[src/design/strength_pkg.sv]
// Shared constants and types for the signal strength indicator.
// Assumes a single 50 MHz clock; all times are derived from its period.
package strength_pkg;

    // Clock and time base
    localparam int CLK_PERIOD_NS    = 20;
    localparam int STEP_NS          = 208000;     // 0.208 ms per duty step
    localparam int STEP_CYCLES      = STEP_NS / CLK_PERIOD_NS;
    localparam int HOLD_UNIT_NS     = 100000000;  // 100 ms per hold unit
    localparam int HOLD_UNIT_CYCLES = HOLD_UNIT_NS / CLK_PERIOD_NS;

    // Waveform shape: 40 steps, 8.32 ms period, 95 % ceiling
    localparam int          PERIOD_STEPS   = 40;
    localparam logic [5:0]  MAX_DUTY_STEPS = 6'h26;

    // Margin to steps: steps = 2 + 3 * dB / 5
    localparam logic [9:0]  DUTY_OFFSET = 10'h002;
    localparam logic [9:0]  DUTY_MUL    = 10'h003;
    localparam logic [9:0]  DUTY_DIV    = 10'h005;

    // Hold-time setting
    localparam logic [7:0]  CMD_HOLD_CODE = 8'h22;
    localparam logic [7:0]  HOLD_RESET    = 8'h20;
    localparam logic [7:0]  HOLD_FOREVER  = 8'hFF;
    localparam logic [7:0]  HOLD_OFF      = 8'h00;

    typedef struct packed {
        logic       valid;
        logic [7:0] margin;   // dB above sensitivity, 0 at or below it
    } pkt_type;

    typedef struct packed {
        logic       valid;
        logic       write;
        logic [7:0] code;
        logic [7:0] data;
    } cmd_type;

    typedef struct packed {
        logic       valid;
        logic [7:0] data;
    } rsp_type;

    typedef enum logic [2:0] {
        ST_STARTUP,
        ST_CFG_INPUT,
        ST_WAIT_FIRST,
        ST_HOLD,
        ST_EXPIRED
    } state_type;

endpackage

[src/design/tick_divider.sv]
// Restartable divider giving a one-cycle enable every CYCLES clocks.
// Assumes clear comes from logic on the same clock.
`timescale 1ns/1ps
module tick_divider #(
    parameter int CYCLES = 10400
) (
    // Clock and reset
    input  wire logic clk,
    input  wire logic reset_n,
    // Control
    input  wire logic clear,
    output logic      tick
);
    localparam int W = $clog2(CYCLES + 1);
    localparam logic [W-1:0] LAST = W'(CYCLES - 1);

    logic [W-1:0] count_reg;

    // Clear restarts a full interval, so a new packet gets whole units
    always_ff @(posedge clk) begin
        if (!reset_n || clear) begin
            count_reg <= '0;
        end else if (count_reg == LAST) begin
            count_reg <= '0;
        end else begin
            count_reg <= count_reg + W'(1);
        end
    end

    assign tick = (count_reg == LAST) && !clear;
endmodule

[src/design/duty_pwm.sv]
// Forty-step duty generator; one step per step_tick enable.
// Assumes duty never exceeds the 95 % ceiling given by the caller.
`timescale 1ns/1ps
module duty_pwm (
    // Clock and reset
    input  wire logic       clk,
    input  wire logic       reset_n,
    // Step enable and duty in steps
    input  wire logic       step_tick,
    input  wire logic [5:0] duty,
    // Waveform
    output logic            level_reg
);
    import strength_pkg::*;

    localparam logic [5:0] LAST_STEP = 6'(PERIOD_STEPS - 1);

    logic [5:0] step_reg;

    // Step position inside the 8.32 ms period
    always_ff @(posedge clk) begin
        if (!reset_n) begin
            step_reg <= 6'h00;
        end else if (step_tick) begin
            step_reg <= (step_reg == LAST_STEP) ? 6'h00 : step_reg + 6'h01;
        end
    end

    // High for the first duty steps of each period
    always_ff @(posedge clk) begin
        if (!reset_n) begin
            level_reg <= 1'b0;
        end else begin
            level_reg <= (step_reg < duty);
        end
    end
endmodule

[src/design/rssi_pwm_indicator.sv]
// Strength indicator: drives a duty waveform on a pin shared with a setup input.
// Assumes packet reports and commands come from logic on clk; the pin is asynchronous.
//
// Function
// Duty never exceeds 95 percent high time.
// A packet at or below sensitivity gives zero duty.
// Period is 8.32 ms made of 40 steps of 0.208 ms.
// Margins of 10, 20 and 30 dB give 20, 35 and 50 percent duty.
// A non-zero hold drives the last packet's duty for hold times 100 ms.
// When the hold runs out with no packet the pin stays low until the next packet.
// After power-up the output is low.
// A hold of 0xFF never times out and always shows the latest packet.
// The hold setting is eight bits, 0 to 0xFF, defaulting to 0x20.
// The hold setting is reached by command code 0x22 and reads back one byte.
// With a non-zero hold the pin becomes an output held low until the first packet.
// The pin starts as an input and stays one for the hold duration after power-up.
// A hold of zero disables the waveform and leaves the pin an input.
// Every new packet updates the duty and restarts the hold countdown.
`timescale 1ns/1ps
module rssi_pwm_indicator #(
    parameter int STEP_CYCLES_P      = strength_pkg::STEP_CYCLES,
    parameter int HOLD_UNIT_CYCLES_P = strength_pkg::HOLD_UNIT_CYCLES
) (
    // Clock and reset
    input  wire logic                  clk,
    input  wire logic                  reset_n,
    // Packet strength from the receiver
    input  wire strength_pkg::pkt_type pkt,
    // Setting command port and its answer
    input  wire strength_pkg::cmd_type cmd,
    output strength_pkg::rsp_type      rsp,
    // Shared setup / strength pin
    input  wire logic                  setup_strength_pin_in,
    output logic                       setup_strength_pin_out,
    output logic                       setup_strength_pin_oe,
    // Setup level seen while the pin is an input
    output logic                       setup_level
);
    import strength_pkg::*;

    state_type   state_reg;
    state_type   state_next;
    logic [7:0]  strength_hold_time_reg;
    logic [7:0]  elapsed_reg;
    logic [5:0]  duty_reg;
    logic        pin_out_reg;
    logic        pin_oe_reg;
    logic        pin_sync1_reg;
    logic        pin_sync2_reg;
    logic        setup_level_reg;
    rsp_type     rsp_reg;
    logic        restart;
    logic        unit_tick;
    logic        step_tick;
    logic        pwm_level;
    logic        hold_cmd;
    logic        hold_done;
    logic        hold_off;
    logic        driving;

    // Margin in dB to duty steps, clamped to the ceiling
    function automatic logic [5:0] margin_to_steps(input logic [7:0] margin);
        logic [9:0] steps;
        steps = DUTY_OFFSET + (DUTY_MUL * {2'b00, margin}) / DUTY_DIV;
        if (margin == 8'h00) begin
            margin_to_steps = 6'h00;
        end else if (steps > {4'h0, MAX_DUTY_STEPS}) begin
            margin_to_steps = MAX_DUTY_STEPS;
        end else begin
            margin_to_steps = steps[5:0];
        end
    endfunction

    // Output states share one test
    function automatic logic is_drive_state(input state_type s);
        is_drive_state = (s == ST_WAIT_FIRST) || (s == ST_HOLD) || (s == ST_EXPIRED);
    endfunction

    assign hold_cmd  = cmd.valid && (cmd.code == CMD_HOLD_CODE);
    assign hold_off  = (strength_hold_time_reg == HOLD_OFF);
    // At or past the setting, so lowering it mid-count cannot strand the start-up phase
    assign hold_done = (elapsed_reg >= strength_hold_time_reg);
    assign driving   = is_drive_state(state_reg);

    // Time bases: duty steps run freely, hold units restart with the countdown
    tick_divider #(
        .CYCLES (STEP_CYCLES_P)
    ) step_div (
        .clk     (clk),
        .reset_n (reset_n),
        .clear   (1'b0),
        .tick    (step_tick)
    );

    tick_divider #(
        .CYCLES (HOLD_UNIT_CYCLES_P)
    ) unit_div (
        .clk     (clk),
        .reset_n (reset_n),
        .clear   (restart),
        .tick    (unit_tick)
    );

    duty_pwm pwm (
        .clk       (clk),
        .reset_n   (reset_n),
        .step_tick (step_tick),
        .duty      (duty_reg),
        .level_reg (pwm_level)
    );

    // Hold setting; factory value after reset, replaced by command writes
    always_ff @(posedge clk) begin
        if (!reset_n) begin
            strength_hold_time_reg <= HOLD_RESET;
        end else if (hold_cmd && cmd.write) begin
            strength_hold_time_reg <= cmd.data;
        end
    end

    // Read answer: one byte, one cycle after the request
    always_ff @(posedge clk) begin
        if (!reset_n) begin
            rsp_reg <= '0;
        end else begin
            rsp_reg.valid <= hold_cmd && !cmd.write;
            rsp_reg.data  <= (hold_cmd && !cmd.write) ? strength_hold_time_reg : 8'h00;
        end
    end

    assign rsp = rsp_reg;

    // Pin direction and hold sequencing
    always_comb begin
        state_next = state_reg;
        unique case (state_reg)
            ST_STARTUP: begin
                if (hold_off) begin
                    state_next = ST_CFG_INPUT;
                end else if (hold_done) begin
                    state_next = ST_WAIT_FIRST;
                end
            end
            ST_CFG_INPUT: begin
                if (!hold_off) begin
                    state_next = ST_WAIT_FIRST;
                end
            end
            ST_WAIT_FIRST: begin
                if (hold_off) begin
                    state_next = ST_CFG_INPUT;
                end else if (pkt.valid) begin
                    state_next = ST_HOLD;
                end
            end
            ST_HOLD: begin
                if (hold_off) begin
                    state_next = ST_CFG_INPUT;
                end else if (pkt.valid) begin
                    state_next = ST_HOLD;
                end else if (strength_hold_time_reg != HOLD_FOREVER && hold_done) begin
                    state_next = ST_EXPIRED;
                end
            end
            ST_EXPIRED: begin
                if (hold_off) begin
                    state_next = ST_CFG_INPUT;
                end else if (pkt.valid) begin
                    state_next = ST_HOLD;
                end
            end
        endcase
    end

    always_ff @(posedge clk) begin
        if (!reset_n) begin
            state_reg <= ST_STARTUP;
        end else begin
            state_reg <= state_next;
        end
    end

    // A packet in hold or any state change restarts the countdown
    assign restart = (state_next != state_reg) || (pkt.valid && state_reg == ST_HOLD);

    // Elapsed hold units; saturates so an 0xFF hold cannot wrap
    always_ff @(posedge clk) begin
        if (!reset_n) begin
            elapsed_reg <= 8'h00;
        end else if (restart) begin
            elapsed_reg <= 8'h00;
        end else if (unit_tick && elapsed_reg != 8'hFF) begin
            elapsed_reg <= elapsed_reg + 8'h01;
        end
    end

    // Duty follows every packet, even one during the input phase
    always_ff @(posedge clk) begin
        if (!reset_n) begin
            duty_reg <= 6'h00;
        end else if (pkt.valid) begin
            duty_reg <= margin_to_steps(pkt.margin);
        end
    end

    // Pin drive; the waveform shows only while holding a packet
    always_ff @(posedge clk) begin
        if (!reset_n) begin
            pin_oe_reg  <= 1'b0;
            pin_out_reg <= 1'b0;
        end else begin
            pin_oe_reg  <= driving;
            pin_out_reg <= (state_reg == ST_HOLD) && pwm_level;
        end
    end

    assign setup_strength_pin_out = pin_out_reg;
    assign setup_strength_pin_oe  = pin_oe_reg;

    // Two-stage synchroniser for the asynchronous pin
    always_ff @(posedge clk) begin
        if (!reset_n) begin
            pin_sync1_reg <= 1'b0;
            pin_sync2_reg <= 1'b0;
        end else begin
            pin_sync1_reg <= setup_strength_pin_in;
            pin_sync2_reg <= pin_sync1_reg;
        end
    end

    // Setup level frozen while we drive, since the pin then shows our own output
    always_ff @(posedge clk) begin
        if (!reset_n) begin
            setup_level_reg <= 1'b0;
        end else if (!pin_oe_reg) begin
            setup_level_reg <= pin_sync2_reg;
        end
    end

    assign setup_level = setup_level_reg;
endmodule

[config.mk]
export PLATFORM = sky130hd
export DESIGN_NAME = rssi_pwm_indicator
export DESIGN_NICKNAME = d
export VERILOG_FILES = /design/src/design/strength_pkg.sv /design/src/design/tick_divider.sv /design/src/design/duty_pwm.sv /design/src/design/rssi_pwm_indicator.sv
export SDC_FILE = /design/constraint.sdc
export NUM_CORES = 1
export LEC_CHECK = 0
export BUFFER_PORTS_ARGS = -buffer_cell sky130_fd_sc_hd__buf_2
export CELL_PAD_IN_SITES_DETAIL_PLACEMENT = 1
export CELL_PAD_IN_SITES_GLOBAL_PLACEMENT = 2
export CORE_AREA = 10 10 142 118
export CTS_CLUSTER_SIZE = 8
export DETAILED_ROUTE_END_ITERATION = 10
export DIE_AREA = 0 0 152 128
export HOLD_SLACK_MARGIN = 0.08
export PLACE_DENSITY_LB_ADDON = 0.1
export SYNTH_ARGS = -nofsm -noshare
export SYNTH_HDL_FRONTEND = slang
export SYNTH_SLANG_ARGS = --single-unit
[constraint.sdc]
create_clock -name clk -period 13.6 [get_ports clk]
set_clock_uncertainty 0.2 [all_clocks]
set_input_delay 1.36 -clock clk [delete_from_list [all_inputs] [get_ports clk]]
set_output_delay 1.36 -clock clk [all_outputs]
set_load 0.02 [all_outputs]
==> metrics.yaml <==
run_status:
  status: "complete, no violations"
logic_synthesis:
  synth.largest_area_cell: "dfxtp_1"
  synth_area_leaders: "dfxtp_1, ha_1, nor2_1"
  synth.distinct_cells: 85
  synth_area_per_cell_um2: 8.29
  ys_seq_elements: 83
  synth_cells: 659
  syn_nets: 724
  synth_edf_count: 0
  ys_seq_area_share_pct: 30.4
  synth_top_area_share_pct: 30.4
  synth_area_um2: 5460
  synthArstFlopShare_pct: 0
  synthFlopType: "dfxtp_1"
  yosys_warnings: 0
sta:
  tns_ns: 0
  setup_violations: 0
  whs_ns: 0.218
  rsz0062_at_grt: "no"
  hold_viol: 0
  tightestPinTransition_ns: 1.02
  finalMaxSlewViolations: 0
  fmax_mhz: 133
  max-slew-margin-rel_pct: 31.5
  post-route-period-util_pct: 55.3
  period_needed_ns: 7.53
global_routing:
  grt_pass1_vias: 4852
  antenna_found_initial: 0
  grt_usage_pct: 15.3
  grt_overflow_total: 0
  grt_pass1_wl_um: 25200
  grt_max_degree: 29
setup_path:
  path_cells: "buf_2 > inv_1 > ha_1 > o21ai_0 > o21bai_1 > nor2_2 > xnor2_1 > o311ai_2 > a2bb2oi_2 > and2_1 > nor3_2 > o32ai_1 > ha_1 > nor2_1 > mux2i_1 > o2111ai_1 > or2_0 > ha_1 > xnor2_1 > nand2b_1 > a2111o_1 > a31oi_2 > a311oi_1"
  regToRegEndpoint: "unit_div.count_reg[9]"
  cp_max_fo: 11
  cp-startpoint: "pkt[7]"
  endpoint: "duty_reg[1]"
  rr_worst_depth: 15
  cpMaxStageDelayCell: "xnor2_1"
  cp_common_cell: "ha_1"
  end_kind: "flip-flop"
  crit_path_max_incr_delay_ns: 0.78
  reg2reg_slack_ns: 8.92
  worstPathRequired_ns: 13.60
  cp.arrival_ns: 7.53
  crit_path_start_kind: "input port"
  crit_type: "in2reg"
  regToRegStartpoint: "elapsed_reg[0]"
floorplanning:
  initial_core_util_pct: 39.1
  coreArea_um2: 14000
  rows: 39
  ioPinCount: 42
  die_width_um: 152
  dieArea_um2: 19500
  dieHeight_um: 128
final_layout:
  final_common_cell: "nor2_1"
  fin_nets: 752
  multi_input_area_um2: 3530
  stdcell_area_um2: 6060
  register_area_um2: 1660
  syn_to_final_growth_pct: 10.9
  final_core_util_pct: 43.4
  drive_gt1_share_pct: 11.7
  num_antenna_cells: 0
  fillers: 1717
  layout_common_cells: "nor2_1, dfxtp_1, buf_2"
  largest_register_ffs: 23
clock_tree:
  cts_tree: "built"
  htree_num_levels: 3
  cts_resized: 0
  clk_path_buf_depth: 2
  numCtsBuffers: 9
  cts_root_buf: "clkbuf_16"
  cts.sinks: 83
  clk_pin_slew_ns: 0.06
  clk_latency_ns: 0.34
  cts_hold_buf: 0
  postCtsSetupBuffers: 0
pwr:
  seqPwrFrac_pct: 34.0
  internal-power_mw: 0.490
  power.density_cell_area_nw_per_um2: 123
  clkPwrFrac_pct: 32.7
  swShare_pct: 34.1
  p_total_mw: 0.744
  combPwrFrac_pct: 33.2
  p_sw_mw: 0.253
  power.leakage_nw: 2.43
  peakVddDrop_v: 0.0000578
detailed_routing:
  drtIter0Drc: 255
  drt-pass1-iter-count: 4
  num_vias: 4923
  viasPerCell: 5.63
  ant_nets: 0
  drc: 0
  wl_um: 15100
  wl_per_cell_um: 17.2
place:
  post_dp_cell_area_um2: 5760
  dp_hpwl_um: 11500
  port_buffers: 41
  gp_congestion: 0.862
hold_path:
  worstHoldPathType: "reg2reg"
job:
  maxCapViolations: 0
==> critical path, delay by kind of cell <==
family,cells,cell delay [ns]
AND/OR/NAND/NOR,6,1.14
adder cells (fa/ha/maj),3,1.00
XOR/XNOR,2,1.05
buffers and inverters,2,0.32
AO/OA/AOI/OAI,9,2.49
multiplexers,1,0.16
==> cell usage after synthesis, types with 11 or more instances <==
library cell,instances
ha_1,34
nor3_1,15
a21o_1,11
clkbuf_1,12
a21oi_1,35
nand3_1,33
o21ai_0,19
nor2_1,91
nand4_1,17
dfxtp_1,83
nand2_1,36
inv_1,33
mux2i_1,18
xor2_1,36
xnor2_1,21
nor4_1,12
==> cells by family after synthesis <==
family	after synthesis	synth area share [%]
DFF	83	30.4
buffers and inverters	59	4.95
adders and majority gates	36	8.36
xor gates and xnor gates	57	9.14
AOI/OAI and AO/OA	143	19.5
muxes	18	3.30
and+or+nand+nor	263	24.3
==> per-stage QoR <==
step                worst slack (ns)  instances
floorplan                       7.25        659
global placement                6.15        860
detailed placement              5.83        860
CTS                             6.18        875
global route                    5.62        875
finish                          6.07        875
==> how the worst min path moves through the flow <==
stage	start	endpoint	slack, ns	depth (start not counted)
5_1_grt	pwm.level_reg	setup_strength_pin_out	0.25	2
3_5_place_dp	pwm.level_reg	setup_strength_pin_out	0.22	2
6_report	pwm.level_reg	setup_strength_pin_out	0.22	2
2_1_floorplan	pwm.level_reg	setup_strength_pin_out	0.20	2
3_3_place_gp	pwm.level_reg	setup_strength_pin_out	0.22	2
4_1_cts	pwm.level_reg	setup_strength_pin_out	0.23	2
==> area by class of cell <==
| cell class | count | area share (%) |
|---|---|---|
| clock inverter | 2 | 0.579 |
| tap | 184 | 3.80 |
| clock buffer | 13 | 4.30 |
| timing repair buffer | 42 | 3.51 |
| sequential | 83 | 27.4 |
| inverter | 34 | 2.11 |
| multi-input combinational | 517 | 58.3 |
==> per-layer routing <==
metal / wire (um) / GRT usage (%) / part of all wire, % / up-vias
met5: 0 / 0 / 0 / -
met4: 133 / 3.45 / 0.88 / 0
met3: 750 / 3.69 / 5.0 / 10
met2: 6210 / 21.9 / 41 / 109
met1: 7970 / 22.5 / 53 / 2365
li1: - / - / - / 2439
==> power by group through the flow <==
stage,logic [mW],registers [mW],clock network [mW]
after floorplan,0.191,0.258,0
after global placement,0.238,0.258,0
after detailed placement,0.243,0.258,0
after CTS,0.244,0.253,0.252
after global routing,0.274,0.254,0.263
final,0.247,0.253,0.243
(Power assumes the default switching activity.)
